`src/verilog/timers_pkg.sv`:
```
package timers_pkg;

   ////////////////////////////////////////////////////////////////////////////
   // Register map: printed offsets are word indices, byte address = 4 * index
   localparam int ADDR_W = 8;
   localparam logic [5:0] IDX_INTERRUPT_ENABLE = 6'h02;
   localparam logic [5:0] IDX_TIMER_A_RELOAD_LOW = 6'h03;
   localparam logic [5:0] IDX_TIMER_A_RELOAD_HIGH = 6'h04;
   localparam logic [5:0] IDX_TIMER_B_RELOAD_LOW = 6'h05;
   localparam logic [5:0] IDX_TIMER_B_RELOAD_HIGH = 6'h06;
   localparam logic [5:0] IDX_OPERATING_CONTROL = 6'h09;
   localparam logic [5:0] IDX_IRQ_PENDING = 6'h0a;
   localparam logic [5:0] IDX_CLOCK_MODE = 6'h0b;
   localparam logic [5:0] IDX_TIMER_A_COUNT = 6'h0c;
   localparam logic [5:0] IDX_TIMER_B_COUNT = 6'h0d;

   ////////////////////////////////////////////////////////////////////////////
   // Field positions and reset values
   localparam int TIMER_A_IRQ_ENABLE_BIT = 2;
   localparam int TIMER_B_IRQ_ENABLE_BIT = 1;
   localparam int TIMER_A_RUN_BIT = 2;
   localparam int TIMER_B_RUN_BIT = 3;
   localparam logic [7:0] INTERRUPT_ENABLE_RESET = 8'h00;
   localparam logic [7:0] OPERATING_CONTROL_RESET = 8'h00;
   localparam int TIMER_WIDTH = 16;
   localparam int WATCHDOG_PULSES_DEFAULT = 32768;
   // Divide by 1.5: two ticks out of every three system clock pulses
   localparam logic [1:0] DIV_LAST_PHASE = 2'h2;
   localparam logic [1:0] RESP_OKAY = 2'h0;
   localparam logic [1:0] RESP_SLVERR = 2'h2;

   typedef enum logic [2:0] {
      MODE_DUAL = 3'b000,
      MODE_FAST = 3'b001,
      MODE_SLOW = 3'b010,
      MODE_IDLE = 3'b011,
      MODE_SLEEP = 3'b100
   } mode_type;
   localparam mode_type MODE_RESET = MODE_DUAL;

   typedef struct packed {
      logic awvalid;
      logic [ADDR_W-1:0] awaddr;
      logic wvalid;
      logic [31:0] wdata;
      logic [3:0] wstrb;
      logic bready;
      logic arvalid;
      logic [ADDR_W-1:0] araddr;
      logic rready;
   } axil_req_type;

   typedef struct packed {
      logic awready;
      logic wready;
      logic bvalid;
      logic [1:0] bresp;
      logic arready;
      logic rvalid;
      logic [31:0] rdata;
      logic [1:0] rresp;
   } axil_rsp_type;

endpackage : timers_pkg
```
`src/verilog/dual_reload_timers_watchdog.sv`:
```
// Functional notes
// - 16-bit down counter, two write-only reload bytes
// - Enabled counter decrements once per source pulse
// - Timer A interrupts on 0000 to FFFF
// - Timer A reloads from its bytes on underflow
// - Reload N gives period of N+1 pulses
// - Reset clears counter; first tick underflows
// - Timer A: slow clock, fast in fast-only
// - Timer B ticks at system clock over 1.5
// - Timer B underflows, reloads, period N+1
// - Timer B zero after reset, immediate underflow
// - Enable bit 2 gates timer A interrupt
// - Enable bit 1 gates timer B interrupt
// - Control bit 2 runs timer A
// - Control bit 3 runs timer B
// - Timer A reload bytes at 0x03, 0x04
// - Timer B reload bytes at 0x05, 0x06
// - Watchdog present only when build option set
// - Watchdog resets after 32768 timer A pulses
// - Clear instruction restarts the watchdog count
// - Watchdog counts except in sleep mode
//
// Decided for this implementation: the AXI4-Lite slave port.
`timescale 1ns/10ps
module dual_reload_timers_watchdog
   import timers_pkg::*;
#(
   parameter int WATCHDOG_BUILD_OPTION = 1,
   parameter int WATCHDOG_PULSES = WATCHDOG_PULSES_DEFAULT
) (
   input wire logic i_clk,
   input wire logic i_resetn,
   input wire axil_req_type i_axil,
   output axil_rsp_type o_axil,
   input wire logic i_slow_clock,
   input wire logic i_fast_clock,
   input wire logic i_watchdog_clear_instruction,
   output logic o_timer_a_irq,
   output logic o_timer_b_irq,
   output logic o_watchdog_reset
);

   localparam int WDT_W = $clog2(WATCHDOG_PULSES);
   localparam logic [WDT_W-1:0] WDT_LAST = WDT_W'(WATCHDOG_PULSES - 1);

   if (WATCHDOG_BUILD_OPTION != 0 && WATCHDOG_BUILD_OPTION != 1) begin : g_bad_option
      $error("WATCHDOG_BUILD_OPTION must be 0 or 1");
   end
   if (WATCHDOG_PULSES < 2 || WATCHDOG_PULSES > 65536) begin : g_bad_pulses
      $error("WATCHDOG_PULSES must lie in 2..65536");
   end

   function automatic logic reg_mapped(input logic [ADDR_W-1:0] addr);
      logic [5:0] idx;
      idx = addr[ADDR_W-1:2];
      return addr[1:0] == 2'h0 && ((idx >= IDX_INTERRUPT_ENABLE && idx <= IDX_TIMER_B_RELOAD_HIGH)
         || (idx >= IDX_OPERATING_CONTROL && idx <= IDX_TIMER_B_COUNT));
   endfunction : reg_mapped

   logic [7:0] ier_q;
   logic [7:0] op_q;
   mode_type mode_q;
   logic [7:0] reload_lo_q [2];
   logic [7:0] reload_hi_q [2];
   logic [1:0] pend_q;
   logic [1:0] pin_meta_q;
   logic [1:0] pin_sync_q;
   logic [1:0] pin_last_q;
   logic slow_pulse;
   logic fast_pulse;
   logic tick_a;
   logic fsys_pulse;
   logic tick_b;
   logic [1:0] phase_q;
   logic [1:0] run;
   logic [1:0] ticks;
   logic [1:0] underflow;
   logic [1:0] irq_en;
   logic [1:0] pend_clear;
   logic [TIMER_WIDTH-1:0] count [2];
   logic [WDT_W-1:0] wdt_q;
   logic wdt_reset_q;

   ////////////////////////////////////////////////////////////////////////////
   // Clock pins are asynchronous: two flops, then edge detect on the second
   always_ff @(posedge i_clk or negedge i_resetn) begin
      if (!i_resetn) begin
         pin_meta_q <= 2'h0;
         pin_sync_q <= 2'h0;
         pin_last_q <= 2'h0;
      end else begin
         pin_meta_q <= {i_fast_clock, i_slow_clock};
         pin_sync_q <= pin_meta_q;
         pin_last_q <= pin_sync_q;
      end
   end

   assign slow_pulse = pin_sync_q[0] && !pin_last_q[0];
   assign fast_pulse = pin_sync_q[1] && !pin_last_q[1];

   always_comb begin
      tick_a = 1'b0;
      fsys_pulse = 1'b0;
      case (mode_q)
         MODE_FAST: begin
            tick_a = fast_pulse;
            fsys_pulse = fast_pulse;
         end
         MODE_SLOW: begin
            tick_a = slow_pulse;
            fsys_pulse = slow_pulse;
         end
         MODE_IDLE: begin
            tick_a = slow_pulse;
         end
         MODE_SLEEP: begin
            tick_a = 1'b0;
         end
         default: begin
            tick_a = slow_pulse;
            fsys_pulse = fast_pulse;
         end
      endcase
   end

   always_ff @(posedge i_clk or negedge i_resetn) begin
      if (!i_resetn) begin
         phase_q <= 2'h0;
      end else if (fsys_pulse) begin
         phase_q <= (phase_q == DIV_LAST_PHASE) ? 2'h0 : phase_q + 2'h1;
      end
   end

   assign tick_b = fsys_pulse && (phase_q != DIV_LAST_PHASE);

   ////////////////////////////////////////////////////////////////////////////
   // Timers
   // run bits of timers A and B
   assign run = {op_q[TIMER_B_RUN_BIT], op_q[TIMER_A_RUN_BIT]};
   assign ticks = {tick_b, tick_a};
   assign irq_en = {ier_q[TIMER_B_IRQ_ENABLE_BIT], ier_q[TIMER_A_IRQ_ENABLE_BIT]};

   for (genvar t = 0; t < 2; t++) begin : g_timer
      reload_down_counter #(
         .WIDTH(TIMER_WIDTH)
      ) u_counter (
         .i_clk(i_clk),
         .i_resetn(i_resetn),
         .i_run(run[t]),
         .i_tick(ticks[t]),
         .i_reload({reload_hi_q[t], reload_lo_q[t]}),
         .o_count(count[t]),
         .o_underflow(underflow[t])
      );
   end

   always_ff @(posedge i_clk or negedge i_resetn) begin
      if (!i_resetn) begin
         pend_q <= 2'h0;
      end else begin
         pend_q <= (pend_q & ~pend_clear) | (underflow & irq_en);
      end
   end

   assign o_timer_a_irq = pend_q[0];
   assign o_timer_b_irq = pend_q[1];

   ////////////////////////////////////////////////////////////////////////////
   // Watchdog on timer A's source; clear wins over a pulse in the same cycle
   // build option removes watchdog
   if (WATCHDOG_BUILD_OPTION == 1) begin : g_watchdog
      always_ff @(posedge i_clk or negedge i_resetn) begin
         if (!i_resetn) begin
            wdt_q <= '0;
            wdt_reset_q <= 1'b0;
         end else if (i_watchdog_clear_instruction) begin
            wdt_q <= '0;
            wdt_reset_q <= 1'b0;
         end else if (tick_a) begin
            wdt_q <= (wdt_q == WDT_LAST) ? '0 : wdt_q + 1'b1;
            wdt_reset_q <= (wdt_q == WDT_LAST);
         end else begin
            wdt_reset_q <= 1'b0;
         end
      end

   end else begin : g_no_watchdog
      assign wdt_q = '0;
      assign wdt_reset_q = 1'b0;
   end

   assign o_watchdog_reset = wdt_reset_q;

   ////////////////////////////////////////////////////////////////////////////
   // Bus write path: address and data held separately, then one write
   logic aw_held_q;
   logic w_held_q;
   logic awready_q;
   logic wready_q;
   logic bvalid_q;
   logic [1:0] bresp_q;
   logic [ADDR_W-1:0] wr_addr_q;
   logic [31:0] wr_data_q;
   logic wr_lane_q;
   logic aw_fire;
   logic w_fire;
   logic wr_do;
   logic wr_en;
   logic [5:0] wr_idx;

   assign aw_fire = i_axil.awvalid && awready_q;
   assign w_fire = i_axil.wvalid && wready_q;
   assign wr_do = aw_held_q && w_held_q && !bvalid_q;
   assign wr_idx = wr_addr_q[ADDR_W-1:2];
   // Registers are one byte wide: only lane 0 writes them
   assign wr_en = wr_do && wr_lane_q && reg_mapped(wr_addr_q);
   assign pend_clear = (wr_en && wr_idx == IDX_IRQ_PENDING) ?
      {wr_data_q[TIMER_B_IRQ_ENABLE_BIT], wr_data_q[TIMER_A_IRQ_ENABLE_BIT]} : 2'h0;

   always_ff @(posedge i_clk or negedge i_resetn) begin
      if (!i_resetn) begin
         aw_held_q <= 1'b0;
         awready_q <= 1'b0;
         wr_addr_q <= '0;
      end else if (aw_fire) begin
         aw_held_q <= 1'b1;
         awready_q <= 1'b0;
         wr_addr_q <= i_axil.awaddr;
      end else if (wr_do) begin
         aw_held_q <= 1'b0;
         awready_q <= 1'b1;
      end else if (!aw_held_q) begin
         awready_q <= 1'b1;
      end
   end

   always_ff @(posedge i_clk or negedge i_resetn) begin
      if (!i_resetn) begin
         w_held_q <= 1'b0;
         wready_q <= 1'b0;
         wr_data_q <= '0;
         wr_lane_q <= 1'b0;
      end else if (w_fire) begin
         w_held_q <= 1'b1;
         wready_q <= 1'b0;
         wr_data_q <= i_axil.wdata;
         wr_lane_q <= i_axil.wstrb[0];
      end else if (wr_do) begin
         w_held_q <= 1'b0;
         wready_q <= 1'b1;
      end else if (!w_held_q) begin
         wready_q <= 1'b1;
      end
   end

   always_ff @(posedge i_clk or negedge i_resetn) begin
      if (!i_resetn) begin
         bvalid_q <= 1'b0;
         bresp_q <= RESP_OKAY;
      end else if (wr_do) begin
         bvalid_q <= 1'b1;
         bresp_q <= reg_mapped(wr_addr_q) ? RESP_OKAY : RESP_SLVERR;
      end else if (bvalid_q && i_axil.bready) begin
         bvalid_q <= 1'b0;
      end
   end

   always_ff @(posedge i_clk or negedge i_resetn) begin
      if (!i_resetn) begin
         ier_q <= INTERRUPT_ENABLE_RESET;
         op_q <= OPERATING_CONTROL_RESET;
         mode_q <= MODE_RESET;
         reload_lo_q <= '{2{8'h00}};
         reload_hi_q <= '{2{8'h00}};
      end else if (wr_en) begin
         if (wr_idx == IDX_INTERRUPT_ENABLE) begin
            ier_q <= wr_data_q[7:0] & 8'h06;
         end else if (wr_idx == IDX_TIMER_A_RELOAD_LOW) begin
            reload_lo_q[0] <= wr_data_q[7:0];
         end else if (wr_idx == IDX_TIMER_A_RELOAD_HIGH) begin
            reload_hi_q[0] <= wr_data_q[7:0];
         end else if (wr_idx == IDX_TIMER_B_RELOAD_LOW) begin
            reload_lo_q[1] <= wr_data_q[7:0];
         end else if (wr_idx == IDX_TIMER_B_RELOAD_HIGH) begin
            reload_hi_q[1] <= wr_data_q[7:0];
         end else if (wr_idx == IDX_OPERATING_CONTROL) begin
            op_q <= wr_data_q[7:0] & 8'h0c;
         end else if (wr_idx == IDX_CLOCK_MODE && wr_data_q[2:0] <= MODE_SLEEP) begin
            mode_q <= mode_type'(wr_data_q[2:0]);
         end
      end
   end

   ////////////////////////////////////////////////////////////////////////////
   // Bus read path: data latched on the address handshake
   logic arready_q;
   logic rvalid_q;
   logic [31:0] rdata_q;
   logic [1:0] rresp_q;
   logic ar_fire;
   logic [5:0] rd_idx;

   assign ar_fire = i_axil.arvalid && arready_q;
   assign rd_idx = i_axil.araddr[ADDR_W-1:2];

   always_ff @(posedge i_clk or negedge i_resetn) begin
      if (!i_resetn) begin
         arready_q <= 1'b0;
         rvalid_q <= 1'b0;
         rdata_q <= '0;
         rresp_q <= RESP_OKAY;
      end else if (ar_fire) begin
         arready_q <= 1'b0;
         rvalid_q <= 1'b1;
         rresp_q <= reg_mapped(i_axil.araddr) ? RESP_OKAY : RESP_SLVERR;
         // Reload bytes are write-only and read as zero
         if (!reg_mapped(i_axil.araddr)) begin
            rdata_q <= '0;
         end else if (rd_idx == IDX_INTERRUPT_ENABLE) begin
            rdata_q <= {24'h0, ier_q};
         end else if (rd_idx == IDX_OPERATING_CONTROL) begin
            rdata_q <= {24'h0, op_q};
         end else if (rd_idx == IDX_IRQ_PENDING) begin
            rdata_q <= {29'h0, pend_q[0], pend_q[1], 1'b0};
         end else if (rd_idx == IDX_CLOCK_MODE) begin
            rdata_q <= {29'h0, mode_q};
         end else if (rd_idx == IDX_TIMER_A_COUNT) begin
            rdata_q <= {16'h0, count[0]};
         end else if (rd_idx == IDX_TIMER_B_COUNT) begin
            rdata_q <= {16'h0, count[1]};
         end else begin
            rdata_q <= '0;
         end
      end else if (rvalid_q && i_axil.rready) begin
         rvalid_q <= 1'b0;
         arready_q <= 1'b1;
      end else if (!rvalid_q) begin
         arready_q <= 1'b1;
      end
   end

   assign o_axil = '{awready: awready_q, wready: wready_q, bvalid: bvalid_q,
      bresp: bresp_q, arready: arready_q, rvalid: rvalid_q, rdata: rdata_q,
      rresp: rresp_q};
endmodule : dual_reload_timers_watchdog

```
`src/verilog/reload_down_counter.sv`:
```
`timescale 1ns/10ps
module reload_down_counter #(
   parameter int WIDTH = 16
) (
   input wire logic i_clk,
   input wire logic i_resetn,
   input wire logic i_run,
   input wire logic i_tick,
   input wire logic [WIDTH-1:0] i_reload,
   output logic [WIDTH-1:0] o_count,
   output logic o_underflow
);

   if (WIDTH < 2) begin : g_bad_width
      $error("reload_down_counter: WIDTH must be at least 2");
   end

   logic [WIDTH-1:0] count_q;
   logic underflow_q;
   logic step;

   assign step = i_run && i_tick;

   always_ff @(posedge i_clk or negedge i_resetn) begin
      if (!i_resetn) begin
         count_q <= '0;
      end else if (step) begin
         count_q <= (count_q == '0) ? i_reload : count_q - 1'b1;
      end
   end

   always_ff @(posedge i_clk or negedge i_resetn) begin
      if (!i_resetn) begin
         underflow_q <= 1'b0;
      end else begin
         underflow_q <= step && (count_q == '0);
      end
   end

   assign o_count = count_q;
   assign o_underflow = underflow_q;
endmodule : reload_down_counter

```
`config.mk`:
```
export PLATFORM = sky130hd
export DESIGN_NAME = dual_reload_timers_watchdog
export DESIGN_NICKNAME = d
export VERILOG_FILES = /design/src/verilog/timers_pkg.sv /design/src/verilog/dual_reload_timers_watchdog.sv /design/src/verilog/reload_down_counter.sv
export SDC_FILE = /design/constraint.sdc
export NUM_CORES = 1
export LEC_CHECK = 0
export BUFFER_PORTS_ARGS = -buffer_cell sky130_fd_sc_hd__buf_4
export CORE_MARGIN = 3
export CORE_UTILIZATION = 55
export CTS_BUF_LIST = sky130_fd_sc_hd__clkbuf_8
export DETAILED_ROUTE_END_ITERATION = 10
export PLACE_DENSITY = 0.77
export SYNTH_ARGS = -nofsm -noshare
export SYNTH_HDL_FRONTEND = slang
export SYNTH_HIERARCHICAL = 1
export SYNTH_SLANG_ARGS = --single-unit
```
`constraint.sdc`:
```
create_clock -name i_clk -period 6.4 [get_ports i_clk]
set_input_delay 0.32 -clock i_clk [delete_from_list [all_inputs] [get_ports i_clk]]
set_output_delay 0.32 -clock i_clk [all_outputs]
set_load 0.005 [all_outputs]
```
==> impl_metrics.json, run 1 <==
{
  "area_delta_synth_final_pct": 12.7,
  "synth_area_um2": 7030,
  "synth.avg_cell_area_um2": 11.0,
  "clk_pin_slew_ns": 0.08,
  "met2_length_mm": 7.19,
  "cts_root_buf": "clkbuf_8",
  "post_cts_resize_count": 0,
  "slowest_delay_ns": 0.56,
  "drc_errors": 0,
  "syn_inst": 638,
  "skew_ns": 0.0125,
  "final_cells": 870,
  "dpl.hpwl_mm": 11.0,
  "grt-ovfl-total": 0,
  "hold_path.class": "in2reg",
  "period_share_pct": 42.4,
  "maxSlewHeadroom_pct": 22.2,
  "io_pins": 106,
  "cts_tree": "done",
  "ys_ff_latch": 141,
  "critPathLaunchType": "flop",
  "first_global_vias": 5004,
  "drive_above_1_share_pct": 24.9,
  "cp_max_fo": 18,
  "synth_top_cell_area_share_pct": 50.2,
  "antenna_cells": 0,
  "vias": 5235,
  "wl_met3_mm": 1.06,
  "holdBufCountCts": 3,
  "grt_pass1_wl_mm": 25.9,
  "cp-end-kind": "flop",
  "first_pass_iters": 5,
  "yosysTopAreaCell": "dfrtp_1",
  "wl_met1_mm": 6.99,
  "worst_slew_pin_slew_ns": 1.16,
  "place.gp.congestion": 0.960,
  "slowest_stage": "and2_1",
  "fillers": 948,
  "fin_crit_ns": 2.72,
  "grt_max_degree": 85,
  "insertion_delay_ns": 0.45,
  "dp_cells": 835,
  "synthTopCellsByArea": "dfrtp_1, mux2_2, a22o_1",
  "vdd_drop_max_v": 0.000423,
  "cts_made_buffers": 17,
  "placed_cell_area_um2": 7460,
  "initial_core_util_pct": 57.3,
  "synth_edf_count": 0,
  "synthDistinctLibCells": 69,
  "worstPathArrival_ns": 3.08,
  "setup_viol": 0,
  "drtIter0Drc": 488,
  "p_per_area_nw_per_um2": 527,
  "cts.sinks": 141,
  "nNetsFinal": 756,
  "hold_start": "i_axil[54]",
  "mostFrequentLayoutCell": "dfrtp_1",
  "cts_buffer_depth": 2,
  "synthArstFlopShare_pct": 100,
  "drt.antenna.violating_nets": 0,
  "antenna_found_initial": 0,
  "routed_wl_mm": 15.6,
  "dr.max_layer_used": "met4",
  "die_h_um": 119,
  "final_cell_mix": "dfrtp_1, buf_4, mux2_2",
  "path_cells": "a21oi_1 > nor3b_2 > nor2_1 > inv_1 > and2_1 > o21ai_0 > a22oi_1",
  "synth_seq_area_share_pct": 50.2,
  "wire_per_inst_um": 17.9,
  "critPathKind": "reg2reg",
  "outcome": "finished, final reports clean",
  "cts_setup_buffers": 0,
  "fin_area_um2": 7920,
  "critPathRequiredTime_ns": 6.76,
  "die_w_um": 119,
  "hold_viol_final": 0,
  "portBuffers": 60,
  "cellLeakagePower_nw": 3.68,
  "clock.fmax_ghz": 0.368,
  "cts_htree_levels": 4,
  "place_ws_ns": 3.78,
  "ys_warn_count": 6,
  "tns_ns": 0,
  "grt.total_usage_pct": 23.0,
  "die-area_um2": 14200,
  "setup.worst_path.start": "mode_q[2]",
  "final_util_pct": 64.6,
  "rr_startpoint": "mode_q[2]",
  "synthFlopType": "dfrtp_1",
  "rsz0062_at_grt": "false",
  "fp.coreArea_um2": 12300,
  "vias_per_cell": 6.02,
  "num_rows": 40,
  "drv_cap": 0,
  "slew_viol_final": 0,
  "setup_ws_ns": 3.68
}
==> path summary, 6_finish.rpt <==
path | endpoint | slack, ns | depth (start not counted)
max reg2reg | g_timer[0].u_counter/o_count[11] | 3.68 | 7
max in group asynchronous | wr_addr_q[4] | 4.71 | 3
max | g_timer[0].u_counter/o_count[11] | 3.68 | 7
min reg2reg | pin_sync_q[1] | 0.35 | 0
min | wr_addr_q[6] | 0.10 | 2
min in group asynchronous | g_timer[1].u_counter/o_count[14] | 0.50 | 2
==> cell families after synthesis <==
kind of cell / count (synthesis) / synth area share, %
AOI/OAI and AO/OA: 164 / 16.6
adders and majority gates: 5 / 0.890
and+or+nand+nor: 173 / 14.7
DFF: 141 / 50.2
buffers and inverters: 78 / 5.89
xor gates and xnor gates: 7 / 0.872
muxes: 69 / 10.9
other: 1 / 0.0534
==> routing by layer <==
metal / GRT usage (%) / up-vias
met5: 0 / -
met4: 7.97 / 0
met3: 4.99 / 33
met2: 35.1 / 207
met1: 32.8 / 2555
li1: - / 2440
==> state kept, by name, summed over array words and instances (netlist names), 2 cells and up <==
name / count
wr_addr_q: 8
ier_q: 2
pin_meta_q: 2
pin_sync_q: 2
pend_q: 2
g_timer.u_counter/o_underflow: 2
rdata_q: 16
g_timer.u_counter/o_count: 32
pin_last_q: 2
wr_data_q: 8
op_q: 2
reload_hi_q: 16
wdt_q: 15
phase_q: 2
reload_lo_q: 16
mode_q: 3
==> stage by stage <==
step,total power [W],hold slack [ns]
after floorplan,0.00310,0.0244
after global placement,0.00325,0.333
after detailed placement,0.00336,0.335
after CTS,0.00413,0.0707
after global routing,0.00445,0.0702
final,0.00418,0.101
==> power breakdown <==
part           internal [W]  switching, W
logic              0.000880       0.00119
clock network      0.000419      0.000344
registers           0.00107      0.000268
total               0.00237       0.00180
==> cell type report <==
cell class	count	area, um2	area share, %
inverters	28	105	1.33
multi-input cells	436	3150	39.8
clock buffers	20	275	3.47
well taps	168	210	2.65
flip-flops and latches	141	3530	44.5
repair buffers	65	499	6.30
clock inverters	12	155	1.96
==> cell usage after synthesis (10+ instances only) <==
cell type and n:
a21oi_1 26, a22o_1 28, a22oi_1 10, buf_4 23, clkbuf_1 17, dfrtp_1 141
inv_1 28, mux2_2 58, mux2i_1 11, nand2_1 28, nor2_1 35, nor3_1 16
o21ai_0 35, o2bb2ai_1 11, or4_1 11
==> worst max-delay path, delay by kind of cell (launching register included) <==
family / cells / cell delay, ns
AO/OA/AOI/OAI: 3 / 0.55
buffers and inverters: 1 / 0.20
flip-flops: 1 / 0.50
AND/OR/NAND/NOR: 3 / 1.38
Note: power is estimated with default switching activity, not from simulation.
==> inputs of run 2 (changes only) <==
CORE_UTILIZATION = 53   (was 55)
PLACE_DENSITY = 0.78   (was 0.77)
clock period = 2.45 ns   (was 6.4 ns; I/O delays follow)
==> impl_metrics.json, run 2 (synthesis results as in run 1) <==
{
  "insertion_delay_ns": 0.47,
  "hold_start": "i_axil[2]",
  "cp_max_fo": 21,
  "largest_register_ffs": 32,
  "drtIter0Drc": 434,
  "cts_buffer_depth": 2,
  "cellLeakagePower_nw": 3.88,
  "critPathRequiredTime_ns": 2.85,
  "vdd_drop_max_v": 0.00109,
  "antenna_found_initial": 0,
  "die_w_um": 121,
  "portBuffers": 60,
  "maxSlewHeadroom_pct": 54.1,
  "drt.antenna.violating_nets": 0,
  "cts_tree": "done",
  "wire_per_inst_um": 18.0,
  "drive_above_1_share_pct": 26.6,
  "reg2reg_slack_ns": 0.17,
  "drv_cap": 0,
  "hold_path.class": "in2reg",
  "critPathLaunchType": "flop",
  "grt_pass1_wl_mm": 27.1,
  "clk_pin_slew_ns": 0.08,
  "final_cell_mix": "dfrtp_1, buf_4, mux2_2",
  "routed_wl_mm": 16.5,
  "grt_busiest_layer": "met2",
  "grt_use_met3_pct": 5.69,
  "cp-end-kind": "flop",
  "num_rows": 41,
  "critPathKind": "reg2reg",
  "cts_htree_levels": 4,
  "p_per_area_nw_per_um2": 1320,
  "worst_slew_pin_slew_ns": 0.683,
  "nNetsFinal": 804,
  "first_global_vias": 5308,
  "cp-endpoint": "g_timer[0].u_counter/o_count[7]",
  "grt.total_usage_pct": 23.7,
  "initial_core_util_pct": 55.0,
  "use_met1_pct": 32.1,
  "outcome": "finished, final reports clean",
  "hold_viol_final": 0,
  "power_w": 0.0109,
  "antenna_cells": 0,
  "first_pass_iters": 5,
  "area_delta_synth_final_pct": 18.2,
  "ff2ff_path_depth": 6,
  "cts.sinks": 141,
  "die-area_um2": 14700,
  "place.gp.congestion": 0.907,
  "tns_ns": 0,
  "placed_cell_area_um2": 7690,
  "r2r_end": "g_timer[0].u_counter/o_count[7]",
  "fin_crit_ns": 2.28,
  "fin_area_um2": 8310,
  "grt_use_met2_pct": 37.0,
  "clock.fmax_ghz": 0.439,
  "cts_made_buffers": 17,
  "worstPathArrival_ns": 2.68,
  "setup_viol": 0,
  "final_cells": 921,
  "dp_cells": 866,
  "period_share_pct": 93.0,
  "rsz0062_at_grt": "false",
  "skew_ns": 0.0142,
  "drc_errors": 0,
  "rr_startpoint": "g_timer[0].u_counter/o_count[0]",
  "io_pins": 106,
  "setup.worst_path.start": "g_timer[0].u_counter/o_count[0]",
  "grt-ovfl-total": 0,
  "vias": 5486,
  "cts_root_buf": "clkbuf_8",
  "vias_per_cell": 5.96,
  "die_h_um": 121,
  "fp.coreArea_um2": 12800,
  "dpl.hpwl_mm": 11.8,
  "grt_max_degree": 63,
  "mostFrequentLayoutCell": "dfrtp_1",
  "slew_viol_final": 0
}
[run 2: changes by cell type in the layout (fill, tap and decap cells not counted), sizes merged]
cell,previous run,this run
clkinv,3,5
clkinvlp,2,3
buf,62,89
inv,32,30
dlygate4sd3,3,24
bufinv,3,1
[run 2: final cells by class]
cell class	instances	area, um2
Inverter	28	105
Clock inverter	11	96.3
Clock buffer	20	275
Sequential cell	141	3530
Fill cell	1010	4470
Timing Repair Buffer	113	937
Multi-Input combinational cell	436	3150
Tap cell	172	215
[run 2: metrics by stage]
step | utilization, % | hold WS [ns] | setup WS (ns)
final | 65.0 | 0.105 | 0.170
after global routing | 65.0 | 0.150 | 0.0377
after CTS | 65.0 | 0.0743 | 0.187
after detailed placement | 60.2 | 0.141 | 0.189
after global placement | 60.2 | 0.130 | 0.251
after floorplan | - | -0.173 | 0.249
[run 2: power by group]
part           internal (W)  switching [W]
Sequential          0.00281       0.000570
Combinational       0.00258        0.00324
Clock              0.000868       0.000875
[run 2: per-layer routing]
metal | share of wire [%] | up-vias
met1 | 44 | 2714
met4 | 2.6 | 0
li1 | - | 2532
met2 | 47 | 211
met5 | 0 | -
met3 | 6.3 | 29
[run 2: timing repair]
item | in CTS | in global routing
hold buffers | 24 | 0
hold endpoints to repair | 96 | 0
gates resized for setup | 0 | 0
setup buffers | 0 | 0
[run 2: worst min path at each step]
stage / end / slack [ns] / cells past startpoint
2_1_floorplan: arready_q / -0.17 / 0
3_3_place_gp: g_timer[1].u_counter/o_count[11] / 0.13 / 1
3_5_place_dp: g_timer[1].u_counter/o_count[11] / 0.14 / 1
4_1_cts: rdata_q[2] / 0.07 / 3
5_1_grt: rdata_q[2] / 0.15 / 3
6_report: rresp_q[1] / 0.10 / 4
[run 2: worst max-delay path, cell delays in order (launching register included)]
cell	delay, ns
dfrtp_1	0.42
inv_1	0.14
ha_1	0.16
or4b_1	0.50
or4_4	0.60
a21oi_1	0.23
a2bb2oi_1	0.16
==> inputs of run 3 (changes only) <==
CELL_PAD_IN_SITES_DETAIL_PLACEMENT = 0   (was default)
CELL_PAD_IN_SITES_GLOBAL_PLACEMENT = 1   (was default)
CORE_UTILIZATION = 47   (was 53)
PLACE_DENSITY = default   (was 0.78)
PLACE_DENSITY_LB_ADDON = 0.1   (was default)
clock period = 2.5 ns   (was 2.45 ns; I/O delays follow)
==> impl_metrics.json, run 3 (synthesis results as in run 1) <==
{
  "p_int_w": 0.00666,
  "cts_made_buffers": 17,
  "sw_frac_of_total_pct": 41.9,
  "ff2ff_path_depth": 6,
  "clk_pin_slew_ns": 0.08,
  "hold_ws_ns": 0.138,
  "critPathKind": "reg2reg",
  "skew_ns": 0.0119,
  "vdd_drop_max_v": 0.000949,
  "cts_htree_levels": 4,
  "drtIter0Drc": 308,
  "worst_slew_pin_slew_ns": 0.592,
  "critPathLaunchType": "flop",
  "setup_viol": 0,
  "grt-ovfl-total": 0,
  "r2r_end": "g_timer[1].u_counter/o_count[7]",
  "cts_tree": "done",
  "area_delta_synth_final_pct": 20.1,
  "post_cts_resize_count": 0,
  "final_cells": 937,
  "grt_max_degree": 62,
  "hold_viol_final": 0,
  "vias": 5330,
  "routed_wl_mm": 17.4,
  "first_pass_iters": 5,
  "grt_pass1_wl_mm": 28.2,
  "hold_path.class": "in2reg",
  "min_to": "aw_held_q",
  "rsz0062_at_grt": "false",
  "p_per_area_nw_per_um2": 1360,
  "cp_max_fo": 21,
  "reg2reg_slack_ns": 0.21,
  "place.gp.congestion": 0.783,
  "die_w_um": 128,
  "pwr-share-seq_pct": 29.2,
  "antenna_found_initial": 0,
  "place_ws_ns": 0.257,
  "fin_crit_ns": 2.29,
  "maxSlewHeadroom_pct": 60.5,
  "insertion_delay_ns": 0.45,
  "power_w": 0.0115,
  "cts.sinks": 141,
  "hold_start": "i_axil[56]",
  "clock.fmax_ghz": 0.436,
  "holdPathStages": 3,
  "drive_above_1_share_pct": 27.1,
  "rr_startpoint": "g_timer[1].u_counter/o_count[0]",
  "die-area_um2": 16500,
  "nNetsFinal": 809,
  "first_global_vias": 5263,
  "die_h_um": 128,
  "cts_root_buf": "clkbuf_8",
  "cts_buffer_depth": 2,
  "io_pins": 106,
  "grt.total_usage_pct": 22.3,
  "drv_cap": 0,
  "wire_per_inst_um": 18.6,
  "num_rows": 44,
  "drt.antenna.violating_nets": 0,
  "portBuffers": 60,
  "cp-end-kind": "flop",
  "period_share_pct": 91.8,
  "tns_ns": 0,
  "critPathRequiredTime_ns": 2.87,
  "final_cell_mix": "dfrtp_1, buf_4, mux2_2",
  "p_clk_share_pct": 18.7,
  "cellLeakagePower_nw": 3.95,
  "largest_register_ffs": 32,
  "setup_ws_ns": 0.205,
  "power.switching_w": 0.00482,
  "antenna_cells": 0,
  "dpl.hpwl_mm": 12.4,
  "combinationalPowerShare_pct": 52.0,
  "drc_errors": 0,
  "vias_per_cell": 5.69,
  "mostFrequentLayoutCell": "dfrtp_1",
  "dp_cells": 883,
  "slew_viol_final": 0,
  "initial_core_util_pct": 48.2,
  "worstPathArrival_ns": 2.66,
  "outcome": "finished, final reports clean",
  "fp.coreArea_um2": 14600
}
==> run 3: power groups by stage <==
stage                     logic (W)  registers, W  clock network [W]
after floorplan             0.00478       0.00316                  0
after detailed placement    0.00581       0.00340                  0
after global routing        0.00650       0.00344            0.00229
after global placement      0.00574       0.00339                  0
final                       0.00597       0.00336            0.00215
after CTS                   0.00590       0.00336            0.00220
==> run 3: worst max-delay path by stage <==
stage,start,endpoint,depth (start not counted)
2_1_floorplan,mode_q[0],g_timer[0].u_counter/o_count[10],9
3_3_place_gp,g_timer[0].u_counter/o_count[0],g_timer[0].u_counter/o_count[0],6
3_5_place_dp,g_timer[1].u_counter/o_count[0],g_timer[1].u_counter/o_count[8],6
4_1_cts,g_timer[1].u_counter/o_count[0],g_timer[1].u_counter/o_count[13],6
5_1_grt,mode_q[0],g_timer[1].u_counter/o_count[7],8
6_report,g_timer[1].u_counter/o_count[0],g_timer[1].u_counter/o_count[7],6
==> run 3: layer usage <==
layer / track usage (%) / part of all wire, %
met1: 30.2 / 45
met2: 36.1 / 49
met3: 4.92 / 4.7
met4: 6.12 / 0.94
met5: 0 / 0
==> run 3: timing repair <==
| action | CTS | global route |
|---|---|---|
| endpoints found under the hold margin | 83 | 0 |
| buffers inserted | 0 | 0 |
| hold buffers | 24 | 0 |
==> run 3: cell type report <==
type | count | area, um2
clock buffer | 18 | 248
clock inverter | 12 | 220
fill | 1266 | 6150
inverter | 28 | 105
multi-input combinational | 436 | 3150
sequential | 141 | 3530
tap | 184 | 230
timing repair buffer | 118 | 962
==> run 3: critical path, stage by stage, from the launching register on <==
cell       delay, ns
dfrtp_1         0.44
inv_1           0.16
ha_1            0.16
or4b_1          0.48
or4_4           0.60
a21oi_1         0.21
a2bb2oi_1       0.17
==> run 3: stage by stage <==
| step | utilization (%) | area [um2] |
|---|---|---|
| after global placement | 53.0 | 7730 |
| after global routing | 57.9 | 8440 |
| final | 57.9 | 8440 |
| after detailed placement | 53.0 | 7730 |
| after CTS | 57.9 | 8440 |
| after floorplan | - | 7090 |
